File: src/logic/alc_pkg.sv
// Constants, register map and timing for the input level controller
// Summary of operation
// Controller runs only while enable bit set
// Mode bit picks normal or limiter behaviour
// Disabled: amplifier keeps last controller gain
// Floor field: -12 dB plus 6 dB per code
// Ceiling field: -6.75 dB plus 6 dB per code
// Target field: -28.5 to -6 dB, 1.5 dB steps
// Hold delay from zero, doubling per code
// Attack step period doubles per code, mode range
// Decay step period doubles per code, mode range
// Applied gain clamped between floor and ceiling
// Enabled: software gain setting ignored
// Limiter: ceiling is gain at enable
// Lower above target, raise below target-1.5dB
// Normal mode: hold time passes before any gain increase
// Above 87.5% full scale: fastest attack
// Envelope above target starts attack stepping
// Peak loads larger samples, else decays
// Skip step if window ever crossed threshold
// Decay governs increases; limiter decays faster
// Noise gate enable and level register
// Gated quiet input: gain held constant; the code blocks only increases while gated, attack steps still lower it
// Gate only when enabled and normal mode
// Input is signed 1.23 decimator output
// Zero-cross option: change gain at crossings
// No crossing in 0.25 s: apply anyway
// One step per timer expiry, then clamp
package alc_pkg;
	localparam logic [7:0] IDX_LIMITS  = 8'h20;
	localparam logic [7:0] IDX_TARGET  = 8'h21;
	localparam logic [7:0] IDX_TIMING  = 8'h22;
	localparam logic [7:0] IDX_GATE    = 8'h23;
	localparam logic [7:0] IDX_AMP     = 8'h2d;
	localparam logic [7:0] IDX_STATUS  = 8'h30;
	localparam logic [7:0] IDX_PEAK    = 8'h31;
	localparam logic [9:0] ADR_LIMITS  = {IDX_LIMITS, 2'b00};
	localparam logic [9:0] ADR_TARGET  = {IDX_TARGET, 2'b00};
	localparam logic [9:0] ADR_TIMING  = {IDX_TIMING, 2'b00};
	localparam logic [9:0] ADR_GATE    = {IDX_GATE, 2'b00};
	localparam logic [9:0] ADR_AMP     = {IDX_AMP, 2'b00};
	localparam logic [9:0] ADR_STATUS  = {IDX_STATUS, 2'b00};
	localparam logic [9:0] ADR_PEAK    = {IDX_PEAK, 2'b00};
	localparam int         POS_ON      = 8;
	localparam int         POS_MODE    = 8;
	localparam int         POS_ZC      = 8;
	localparam int         POS_GATE_ON = 3;
	localparam logic [8:0] RST_CFG     = 9'h000;
	localparam logic [5:0] RST_AMP     = 6'h00;
	localparam logic [3:0] MAX_CODE    = 4'ha;
	localparam int unsigned CLK_MHZ    = 200;
	localparam int unsigned ATK_N_US   = 125;
	localparam int unsigned ATK_L_US   = 31;
	localparam int unsigned DCY_N_US   = 500;
	localparam int unsigned DCY_L_US   = 125;
	localparam int unsigned HOLD_MS    = 2;
	localparam int unsigned ZC_MS      = 250;
	localparam int unsigned ATK_N_CYC  = ATK_N_US * CLK_MHZ;
	localparam int unsigned ATK_L_CYC  = ATK_L_US * CLK_MHZ;
	localparam int unsigned DCY_N_CYC  = DCY_N_US * CLK_MHZ;
	localparam int unsigned DCY_L_CYC  = DCY_L_US * CLK_MHZ;
	localparam int unsigned HOLD_CYC   = HOLD_MS * 1000 * CLK_MHZ;
	localparam int unsigned ZC_CYC     = ZC_MS * 1000 * CLK_MHZ;
	localparam logic [11:0] CLIP_LVL   = 12'h700;
	// Magnitudes on a 2048 full-scale grid; entry 0 is -30 dB
	localparam logic [11:0] LVL_TAB [17] = '{12'h041, 12'h04d, 12'h05b, 12'h06d, 12'h081,
		12'h09a, 12'h0b7, 12'h0d9, 12'h102, 12'h132, 12'h16c, 12'h1b1, 12'h202,
		12'h263, 12'h2d7, 12'h360, 12'h402};
endpackage : alc_pkg

File: src/logic/input_auto_level_control.sv
// Input level controller with peak detector, limiter, noise gate, APB regs
`timescale 1ns/10ps
module input_auto_level_control #(
	parameter int unsigned ATK_N_BASE = alc_pkg::ATK_N_CYC,
	parameter int unsigned ATK_L_BASE = alc_pkg::ATK_L_CYC,
	parameter int unsigned DCY_N_BASE = alc_pkg::DCY_N_CYC,
	parameter int unsigned DCY_L_BASE = alc_pkg::DCY_L_CYC,
	parameter int unsigned HOLD_BASE  = alc_pkg::HOLD_CYC,
	parameter int unsigned ZC_TIMEOUT = alc_pkg::ZC_CYC,
	parameter int unsigned PEAK_SHIFT = 12
) (
	input  wire logic        pclk,
	input  wire logic        presetn,
	input  wire logic        psel,
	input  wire logic        penable,
	input  wire logic        pwrite,
	input  wire logic [9:0]  paddr,
	input  wire logic [31:0] pwdata,
	output logic      [31:0] prdata,
	output logic             pready,
	output logic             pslverr,
	input  wire logic [23:0] adc_sample,
	input  wire logic        adc_valid,
	output logic      [5:0]  amp_gain
);
	logic [8:0]  limits_q;
	logic [8:0]  target_q;
	logic [8:0]  timing_q;
	logic [8:0]  gate_q;
	logic [5:0]  amp_set_q;
	logic [5:0]  amp_q;
	logic [5:0]  ctrl_q;
	logic [5:0]  ctrl_d;
	logic [5:0]  cap_q;
	logic        on_q;
	logic [23:0] peak_q;
	logic [23:0] abs_s;
	logic [23:0] dec_amt;
	logic [31:0] atk_cnt_q;
	logic [31:0] dcy_cnt_q;
	logic [31:0] hold_cnt_q;
	logic [31:0] zc_cnt_q;
	logic [31:0] atk_per;
	logic [31:0] dcy_per;
	logic [31:0] hold_per;
	logic        dn_ok_q;
	logic        up_ok_q;
	logic        clip_q;
	logic        sign_q;
	logic        rd_err;
	logic [31:0] rd_mux;
	logic [31:0] prdata_q;
	logic        pslverr_q;

	logic        on;
	logic        lim;
	logic        zc_en;
	logic        wr;
	logic        amp_wr;
	logic [11:0] pk12;
	logic [11:0] thr_hi;
	logic [11:0] thr_lo;
	logic        above;
	logic        low;
	logic        gated;
	logic        atk_tick;
	logic        dcy_tick;
	logic        hold_done;
	logic        dn_step;
	logic        up_step;
	logic [5:0]  lo;
	logic [5:0]  hi;
	logic        pending;
	logic        zc_evt;
	logic        apply;

	function automatic logic [31:0] period(input int unsigned base, input logic [3:0] code);
		logic [3:0] c;
		c = (code > alc_pkg::MAX_CODE) ? alc_pkg::MAX_CODE : code;
		period = 32'(base) << c;
	endfunction : period

	function automatic logic [5:0] clamp(input logic [5:0] v, input logic [5:0] l,
		input logic [5:0] h);
		logic [5:0] r;
		r = (v > h) ? h : v;
		clamp = (r < l) ? l : r;
	endfunction : clamp

	// enable, R2 mode select
	assign on    = limits_q[alc_pkg::POS_ON];
	assign lim   = timing_q[alc_pkg::POS_MODE];
	assign zc_en = target_q[alc_pkg::POS_ZC];
	assign wr    = psel & penable & pwrite;
	assign amp_wr = wr && (paddr == alc_pkg::ADR_AMP);

	// APB: no wait states, data and error latched in setup
	assign pready  = 1'b1;
	assign prdata  = prdata_q;
	assign pslverr = pslverr_q;

	always_comb
	begin
		rd_err = 1'b0;
		rd_mux = 32'h0000_0000;
		if (paddr == alc_pkg::ADR_LIMITS)
			rd_mux = {23'h0, limits_q};
		else if (paddr == alc_pkg::ADR_TARGET)
			rd_mux = {23'h0, target_q};
		else if (paddr == alc_pkg::ADR_TIMING)
			rd_mux = {23'h0, timing_q};
		else if (paddr == alc_pkg::ADR_GATE)
			rd_mux = {23'h0, gate_q};
		else if (paddr == alc_pkg::ADR_AMP)
			rd_mux = {26'h0, amp_set_q};
		else if (paddr == alc_pkg::ADR_STATUS)
			rd_mux = {22'h0, gated, clip_q, 2'b00, amp_q};
		else if (paddr == alc_pkg::ADR_PEAK)
			rd_mux = {8'h00, peak_q};
		else
			rd_err = 1'b1;
	end

	always_ff @(posedge pclk or negedge presetn)
	begin
		if (!presetn)
		begin
			prdata_q  <= 32'h0000_0000;
			pslverr_q <= 1'b0;
		end
		else if (psel && !penable)
		begin
			prdata_q  <= pwrite ? 32'h0000_0000 : rd_mux;
			pslverr_q <= rd_err;
		end
	end

	// gate config among the stored fields
	always_ff @(posedge pclk or negedge presetn)
	begin
		if (!presetn)
		begin
			limits_q  <= alc_pkg::RST_CFG;
			target_q  <= alc_pkg::RST_CFG;
			timing_q  <= alc_pkg::RST_CFG;
			gate_q    <= alc_pkg::RST_CFG;
			amp_set_q <= alc_pkg::RST_AMP;
		end
		else if (wr)
		begin
			if (paddr == alc_pkg::ADR_LIMITS)
				limits_q <= pwdata[8:0];
			else if (paddr == alc_pkg::ADR_TARGET)
				target_q <= pwdata[8:0];
			else if (paddr == alc_pkg::ADR_TIMING)
				timing_q <= pwdata[8:0];
			else if (paddr == alc_pkg::ADR_GATE)
				gate_q <= {5'h00, pwdata[3:0]};
			else if (paddr == alc_pkg::ADR_AMP)
				amp_set_q <= pwdata[5:0];
		end
	end

	// signed 1.23 sample; full negative scale folds to 2^23
	assign abs_s   = adc_sample[23] ? 24'(-adc_sample) : adc_sample;
	assign dec_amt = ((peak_q >> PEAK_SHIFT) == 24'h0) ? 24'h1 : (peak_q >> PEAK_SHIFT);

	// load on larger sample, otherwise decay
	always_ff @(posedge pclk or negedge presetn)
	begin
		if (!presetn)
			peak_q <= 24'h0;
		else if (adc_valid)
			peak_q <= (abs_s > peak_q) ? abs_s :
				((peak_q > dec_amt) ? peak_q - dec_amt : 24'h0);
	end

	// target table, R13 lower threshold one step below
	assign pk12   = peak_q[23:12];
	assign thr_hi = alc_pkg::LVL_TAB[5'(target_q[3:0]) + 5'd1];
	assign thr_lo = alc_pkg::LVL_TAB[target_q[3:0]];
	assign above  = pk12 > thr_hi;
	assign low    = pk12 < thr_lo;
	// gate level ladder of 6 dB steps
	assign gated  = on && !lim && gate_q[alc_pkg::POS_GATE_ON] &&
		(peak_q < (24'h01_0000 << gate_q[2:0]));

	// attack base by mode; clip forces code zero
	assign atk_per = period(lim ? ATK_L_BASE : ATK_N_BASE, clip_q ? 4'h0 : timing_q[3:0]);
	// limiter uses the shorter decay base
	assign dcy_per = period(lim ? DCY_L_BASE : DCY_N_BASE, timing_q[7:4]);
	// hold zero at code 0, else doubling
	assign hold_per = (target_q[7:4] == 4'h0) ? 32'h0 :
		(period(HOLD_BASE, target_q[7:4]) >> 1);

	assign atk_tick  = on && (atk_cnt_q >= atk_per - 32'h1);
	assign dcy_tick  = on && (dcy_cnt_q >= dcy_per - 32'h1);
	// hold applies in normal mode only
	assign hold_done = lim || (hold_cnt_q >= hold_per);

	always_ff @(posedge pclk or negedge presetn)
	begin
		if (!presetn)
		begin
			atk_cnt_q <= 32'h0;
			dcy_cnt_q <= 32'h0;
		end
		else
		begin
			atk_cnt_q <= (!on || atk_tick) ? 32'h0 : atk_cnt_q + 32'h1;
			dcy_cnt_q <= (!on || dcy_tick) ? 32'h0 : dcy_cnt_q + 32'h1;
		end
	end

	// count while envelope sits below range
	always_ff @(posedge pclk or negedge presetn)
	begin
		if (!presetn)
			hold_cnt_q <= 32'h0;
		else if (!on || !low)
			hold_cnt_q <= 32'h0;
		else if (hold_cnt_q < hold_per)
			hold_cnt_q <= hold_cnt_q + 32'h1;
	end

	// window flags restart at each tick
	always_ff @(posedge pclk or negedge presetn)
	begin
		if (!presetn)
		begin
			dn_ok_q <= 1'b0;
			up_ok_q <= 1'b0;
		end
		else
		begin
			dn_ok_q <= (atk_tick || !on) ? above : (dn_ok_q && above);
			up_ok_q <= (dcy_tick || !on) ? low : (up_ok_q && low);
		end
	end

	// clip until envelope back under target
	always_ff @(posedge pclk or negedge presetn)
	begin
		if (!presetn)
			clip_q <= 1'b0;
		else if (on && adc_valid && abs_s[23:12] > alc_pkg::CLIP_LVL)
			clip_q <= 1'b1;
		else if (!on || !above)
			clip_q <= 1'b0;
	end

	// decrease only if above for the whole window
	assign dn_step = atk_tick && dn_ok_q && above;
	// raise only after hold and outside the gate
	assign up_step = dcy_tick && up_ok_q && low && hold_done && !gated && !clip_q;

	// limits in 0.75 dB gain codes
	assign lo = {limits_q[2:0], 3'b000};
	// Enabling cycle uses live gain; cap_q lands one edge late
	assign hi = lim ? (on_q ? cap_q : amp_q) : {limits_q[5:3], 3'b111};

	// one step, then clamp
	always_comb
	begin
		ctrl_d = ctrl_q;
		if (dn_step && ctrl_q != 6'h00)
			ctrl_d = ctrl_q - 6'h01;
		else if (up_step && ctrl_q != 6'h3f)
			ctrl_d = ctrl_q + 6'h01;
		ctrl_d = clamp(ctrl_d, lo, hi);
	end

	// limiter ceiling caught on the enabling edge
	always_ff @(posedge pclk or negedge presetn)
	begin
		if (!presetn)
		begin
			on_q  <= 1'b0;
			cap_q <= 6'h00;
		end
		else
		begin
			on_q <= on;
			if (on && !on_q)
				cap_q <= amp_q;
		end
	end

	// disabled controller shadows the amplifier
	always_ff @(posedge pclk or negedge presetn)
	begin
		if (!presetn)
			ctrl_q <= alc_pkg::RST_AMP;
		else if (!on)
			ctrl_q <= amp_wr ? pwdata[5:0] : amp_q;
		else
			ctrl_q <= ctrl_d;
	end

	// crossing seen as sign change between samples
	always_ff @(posedge pclk or negedge presetn)
	begin
		if (!presetn)
			sign_q <= 1'b0;
		else if (adc_valid)
			sign_q <= adc_sample[23];
	end

	assign zc_evt  = adc_valid && (adc_sample[23] != sign_q);
	assign pending = on && (ctrl_q != amp_q);
	// crossing or timeout releases a pending change
	assign apply   = pending && (!zc_en || zc_evt || (zc_cnt_q >= ZC_TIMEOUT - 32'h1));

	always_ff @(posedge pclk or negedge presetn)
	begin
		if (!presetn)
			zc_cnt_q <= 32'h0;
		else if (!pending || apply)
			zc_cnt_q <= 32'h0;
		else
			zc_cnt_q <= zc_cnt_q + 32'h1;
	end

	// software write reaches the amplifier only when disabled
	always_ff @(posedge pclk or negedge presetn)
	begin
		if (!presetn)
			amp_q <= alc_pkg::RST_AMP;
		else if (!on && amp_wr)
			amp_q <= pwdata[5:0];
		else if (apply)
			amp_q <= ctrl_q;
	end

	assign amp_gain = amp_q;
endmodule : input_auto_level_control

File: config.mk
export PLATFORM = sky130hd
export DESIGN_NAME = input_auto_level_control
export DESIGN_NICKNAME = d
export VERILOG_FILES = /design/src/logic/alc_pkg.sv /design/src/logic/input_auto_level_control.sv
export SDC_FILE = /design/constraint.sdc
export NUM_CORES = 1
export LEC_CHECK = 0
export ABC_AREA = 1
export BUFFER_PORTS_ARGS = -buffer_cell sky130_fd_sc_hd__buf_2
export CELL_PAD_IN_SITES_DETAIL_PLACEMENT = 1
export CELL_PAD_IN_SITES_GLOBAL_PLACEMENT = 1
export CORE_MARGIN = 2
export CORE_UTILIZATION = 40
export CTS_CLUSTER_DIAMETER = 30
export DETAILED_ROUTE_END_ITERATION = 12
export MAX_ROUTING_LAYER = met4
export PLACE_DENSITY = 0.74
export SLEW_MARGIN = 25
export SYNTH_ARGS = -nofsm -noshare
export SYNTH_HDL_FRONTEND = slang
export SYNTH_SLANG_ARGS = --single-unit
File: constraint.sdc
create_clock -name pclk -period 6.6 [get_ports pclk]
set_clock_uncertainty 0.2 [all_clocks]
set_input_delay 0.66 -clock pclk [delete_from_list [all_inputs] [get_ports pclk]]
set_output_delay 0.66 -clock pclk [all_outputs]
set_load 0.1 [all_outputs]
==> flow_summary.ini, run 1 <==
[drt]
drt-initial-drc-count = 1046
ant_nets = 0
wl_mm = 68.2
drc_errors = 0
dr.pass1.iters = 5
routedWlPerCell_um = 19.1
via_count = 19700
viasPerCell = 5.52

[timing]
drv_slew = 0
fin_ws_ns = -0.232
max_freq_ghz = 0.146
worst_slew_pin_slew_ns = 1.03
layout_worst_path_cycle_share_pct = 104
setup_viol = 5
setup_tns_ns = -0.738
finalCriticalPeriod_ns = 6.83
timing.hold.ws_ns = 0.115
relSlewSlack_pct = 31.0
hold_violations = 0
rsz0062_at_grt = true

[grt]
grt_usage_pct = 27.3
grt_pass1_vias = 20800
gr-total-overflow = 0
grt_max_degree = 148
grt_pass1_wl_mm = 107
antenna_found_initial = 2

[placement]
dp_cells = 3403
dp_slack_ns = -0.180
port-buffer-count = 79
hpwl_mm = 47.7
dpl_cell_area_mm2 = 0.0206
gp_congestion = 0.944

[clock_tree]
htree_levels = 3
insertion_delay_ns = 0.61
clkTransAtPathRegs_ns = 0.04
clock_path_buffers = 3
clockRootBuffer = clkbuf_16
cts_num_sinks = 237
cts_buffers = 75
cts_tree = done

[worst_hold_path]
worstHoldStart = pwdata[2]
hold_path_end = ctrl_q[2]
min_path_cells = 3
hp-class = in -> reg

[critical_path]
r2r_end = ctrl_q[3]
crit_type = reg -> reg
cp.required_ns = 6.89
reg2reg_slack_ns = -0.23
crit_buf_inv = 14
slowest_delay_ns = 0.37
cpMostUsedCell = nand2_1
arrival_ns = 7.12
r2r_start = timing_q[5]
cp_slowest_cell = dfrtp_1
path_delay_family = simple AND/OR/NAND/NOR gates
worstRegToRegCells = 52
worstSetupStartpointType = register
crit_fanout = 5
end_kind = register

[floorplan]
start_util_pct = 40.3
coreArea_mm2 = 0.0475
die_h_um = 223
io-pin-count = 112
dieArea_mm2 = 0.0497
rows = 80
dieWidth_um = 223

[power]
ir_worst_vdd_mv = 0.214
p_per_area_mw_per_mm2 = 296
leakage_nw = 11.4

[synthesis]
synth_area_leaders = dfrtp_1 (31%), ha_1 (13%), nand2_1 (11%), inv_1 (7.1%), nor2_1 (5.6%)
synth_common_cells = nand2_1 (585), inv_1 (364), nor2_1 (285), dfrtp_1 (237), ha_1 (195)
synth_cells = 2691
synth_area_mm2 = 0.0192
ys_seq_area_share_pct = 30.9
syn_avg_cell_area_um2 = 7.12
ys_ff_latch = 237
synth-edff-count = 0
synth.distinct_cells = 68
synthArstFlopShare_pct = 100
synth_most_common_cell = nand2_1
synth_warnings = 0
synth_top_area_share_pct = 30.9
synth_top_cell_by_area = dfrtp_1
ys.flop_type = dfrtp_1

[finish]
finalNonFillerCells = 3570
synthToLayoutAreaGrowth_pct = 26.0
num-nets-final = 3163
final_cell_area_mm2 = 0.0242
drive_above_1_share_pct = 15.4

[outcome]
violations = negative setup slack
status = finished, violations left

[run]
drv_cap = 0
==> logic make-up after synthesis <==
kind of cell / synth area share, %
simple gates: 27.8
xor+xnor: 4.16
fa+ha+maj: 12.8
compound gates: 15.1
buf+inv: 8.87
flops: 30.9
other cells: 0.0392
mux: 0.209
==> layout make-up <==
type | instances | area, um2
fill | 5901 | 23400
multi-input combinational | 2033 | 12100
sequential | 237 | 5930
clock buffer | 97 | 2100
inverter | 383 | 1450
timing repair buffer | 165 | 1140
tap | 615 | 769
clock inverter | 38 | 617
antenna | 2 | 5.00
==> timing repair <==
action,in CTS,in global routing
setup endpoints to repair,5,6
endpoints found under the hold margin,90,0
pin swaps,19,54
gates cloned,0,0
buffers inserted,12,17
resized for setup,28,107
hold buffers,1,0
==> where the power goes <==
part	internal, mW	switching (mW)	leakage [nW]	total, mW
registers	1.54	0.179	3.19	1.72
clock network	2.71	1.14	1.30	3.85
logic	0.554	1.01	6.88	1.56
==> sequential cells by signal, summed over array words and instances (netlist names), 4 cells and up <==
signal / flops
amp_gain: 6
amp_set_q: 6
atk_cnt_q: 32
cap_q: 6
ctrl_q: 6
dcy_cnt_q: 32
gate_q: 4
hold_cnt_q: 32
limits_q: 9
peak_q: 24
prdata: 24
target_q: 9
timing_q: 9
zc_cnt_q: 32
==> metrics by stage <==
step	util (%)	total power, mW
floorplan	-	2.75
global placement	43.3	3.17
detailed placement	43.3	3.25
CTS	49.6	7.17
global route	50.8	7.50
finish	50.8	7.14
==> worst register-to-register path, delay by kind of cell, from the launching register on <==
kind | cells | cell delay, ns
buffers and inverters | 14 | 1.47
DFF | 1 | 0.37
and+or+nand+nor | 26 | 2.77
adders and majority gates | 4 | 1.00
AOI/OAI and AO/OA | 7 | 0.76
xor gates and xnor gates | 1 | 0.14
==> how the worst max path moves through the flow <==
stage	start	slack [ns]	cells past startpoint	endpoint
final	timing_q[5]	-0.23	52	ctrl_q[3]
after floorplan	timing_q[8]	0.47	45	ctrl_q[4]
after global placement	timing_q[4]	0.02	50	ctrl_q[3]
after global routing	timing_q[5]	-0.64	52	ctrl_q[3]
after detailed placement	timing_q[4]	-0.18	50	ctrl_q[4]
after CTS	timing_q[5]	0.01	49	ctrl_q[3]
==> cell usage in the layout, fill, tap and decap left out, drive strengths merged, types with 3 or more instances in the layout <==
master	n
a21o	8
ha	195
and3	5
conb	22
o31ai	4
o221ai	13
nor4	22
o2111ai	3
nand2	586
a32o	6
clkinv	17
nor3	97
dfrtp	237
mux2i	4
o21bai	5
or2	20
inv	382
nand3	123
xnor2	19
a31oi	21
o22ai	16
xor2	72
clkbuf	97
nor2	298
a211oi	12
o21ai	188
a21oi	161
o21a	12
o211ai	19
nand4	49
nor3b	18
buf	164
a221oi	4
clkinvlp	10
bufinv	12
and2	3
a22oi	12
==> layer usage <==
metal  track usage, %  share of wire, %
met1             33.4                43
met2             45.2                49
met3             4.24               4.6
met4             10.8               3.6
met5                -                 0
Note: power is estimated with default switching activity, not from simulation.
==> run 2: changes to the inputs <==
--- a/config.mk
+++ b/config.mk
@@ -14,7 +14,7 @@
 export CTS_CLUSTER_DIAMETER = 30
 export DETAILED_ROUTE_END_ITERATION = 12
 export MAX_ROUTING_LAYER = met4
-export PLACE_DENSITY = 0.74
+export PLACE_DENSITY_LB_ADDON = 0.1
 export SLEW_MARGIN = 25
 export SYNTH_ARGS = -nofsm -noshare
 export SYNTH_HDL_FRONTEND = slang
==> run 2 against run 1 <==
Net effect: the run now ends clean; cell count increased by 0.64%; highest routed layer unchanged; total power is 3.8% lower; design area fell by 0.34%; via count fell by 1.6%; combinational power hardly changed; first-iteration DRC count is 17% lower; non-clock buffer count is 22 higher; sequential share of layout area rose by 0.079 points; setup slack improved by 0.25 ns; critical path depth decreased by 5; sequential cell count is the same; routed wire length down 3.6%.
==> flow_summary.ini, run 2 (same netlist as run 1, synthesis figures left out) <==
[outcome]
status = completed

[critical_path]
arrival_ns = 6.85
slowest_delay_ns = 0.38
cp_slowest_cell = dfrtp_1
reg2reg_slack_ns = 0.02
end_kind = register
worstSetupStartpointType = register
r2r_end = ctrl_q[4]
cp.required_ns = 6.87
critPathLaunch = timing_q[5]
crit_type = reg -> reg
r2r_start = timing_q[5]
path_delay_family = simple AND/OR/NAND/NOR gates
crit_fanout = 7
crit_buf_inv = 10
worstRegToRegCells = 47

[finish]
final_common_cell = nand2_1
final_core_util_pct = 50.6
synthToLayoutAreaGrowth_pct = 25.6
layout_common_cells = nand2_1 (568), inv_1 (352), nor2_1 (275)
num-nets-final = 3187
drive_above_1_share_pct = 15.2

[timing]
timing.hold.ws_ns = 0.132
fin_ws_ns = 0.0204
setup_tns_ns = 0
drv_slew = 0
setup_viol = 0
hold_violations = 0
worst_slew_pin_slew_ns = 1.01
finalCriticalPeriod_ns = 6.58
layout_worst_path_cycle_share_pct = 99.7
max_freq_ghz = 0.152
rsz0062_at_grt = true
relSlewSlack_pct = 32.0

[clock_tree]
clock_path_buffers = 3
htree_levels = 3
insertion_delay_ns = 0.60
clkTransAtPathRegs_ns = 0.04
clockRootBuffer = clkbuf_16
cts_tree = done
cts_num_sinks = 237
cts_buffers = 77

[drt]
drc_errors = 0
ant_nets = 0
viasPerCell = 5.39
drt-initial-drc-count = 869
wl_mm = 65.8
via_count = 19400
routedWlPerCell_um = 18.3
dr.pass1.iters = 8

[power]
power_frac_seq_pct = 25.1
p_total_mw = 6.87
ir_worst_vdd_mv = 0.211
p_comb_share_pct = 22.5
switching_share_pct = 32.0
p_per_area_mw_per_mm2 = 285
leakage_nw = 11.4
power.internal_mw = 4.67
p_sw_mw = 2.20
power_frac_clock_pct = 52.4

[placement]
gp_congestion = 0.911
port-buffer-count = 79
dp_slack_ns = -0.239
hpwl_mm = 48.9

[grt]
antenna_found_initial = 6
grt_pass1_wl_mm = 105
gr-total-overflow = 0
grt_usage_pct = 27.0
grt_max_degree = 118
grt_pass1_vias = 20500

[worst_hold_path]
min_path_cells = 3
hold_path_end = ctrl_q[2]
worstHoldStart = pwdata[2]
hp-class = in -> reg

[run]
drv_cap = 0

[floorplan]
coreArea_mm2 = 0.0475
start_util_pct = 40.3
dieWidth_um = 223
rows = 80
io-pin-count = 112
dieArea_mm2 = 0.0497
die_h_um = 223
[run 2: cell types whose count changed in the layout (fill, tap and decap cells not counted), moves of 4 or more]
cell | before | now
diode_2 | 2 | 6
o21ai_2 | 11 | 7
clkbuf_1 | 9 | 16
buf_4 | 73 | 97
clkbuf_8 | 12 | 18
nand2_1 | 562 | 568
clkinv_4 | 6 | 0
nand2_2 | 19 | 14
clkinvlp_4 | 10 | 4
bufinv_16 | 12 | 6
[run 2: worst max-delay path by stage]
| stage | end | slack (ns) | cells past startpoint |
|---|---|---|---|
| after detailed placement | ctrl_q[1] | -0.24 | 45 |
| after global routing | ctrl_q[3] | -0.41 | 51 |
| after CTS | ctrl_q[3] | 0.002 | 52 |
| final | ctrl_q[4] | 0.02 | 47 |
| after global placement | ctrl_q[3] | 0.03 | 47 |
| after floorplan | ctrl_q[4] | 0.47 | 45 |
[run 2: final cells by class]
| cell class | instances | area (um2) |
|---|---|---|
| diodes | 6 | 15.0 |
| fillers | 5943 | 23500 |
| multi-input cells | 2033 | 12100 |
| inverters | 383 | 1450 |
| well taps | 615 | 769 |
| repair buffers | 187 | 1280 |
| flip-flops and latches | 237 | 5930 |
| clock buffers | 113 | 2280 |
| clock inverters | 19 | 283 |
[run 2: worst min-delay path: stages]
cell     delay [ns]
buf_2          0.09
a22oi_1        0.07
nand2_1        0.06
[run 2: metrics by stage]
stage,instance area [um2],instances
global placement,20800,3432
floorplan,19200,2711
detailed placement,20800,3432
finish,24100,3593
CTS,23400,3566
global route,24100,3593
[run 2: repair_timing]
| item | in CTS | in global routing |
|---|---|---|
| endpoints found under the setup margin | 5 | 6 |
| endpoints found under the hold margin | 6 | 0 |
| buffers inserted | 1 | 21 |
| pin swaps | 4 | 50 |
| gates resized for setup | 14 | 101 |
| hold buffers | 1 | 0 |
[run 2: per-layer routing]
layer  share of wire (%)  vias to the layer above  GRT usage [%]  routed length [um]
met4                 3.0                        0           8.85                1940
met3                 3.8                      120           4.46                2480
met2                  49                      336           45.7               32000
met1                  45                     9489           32.7               29400
li1                    -                     9429              -                   -
met5                   0                        -              -                   0
[run 2: power groups by stage]
stage	clock [mW]	sequential [mW]	combinational [mW]
CTS	3.66	1.72	1.53
finish	3.60	1.73	1.54
global route	3.74	1.74	1.75
floorplan	0	1.66	1.08
global placement	0	1.74	1.44
detailed placement	0	1.74	1.52
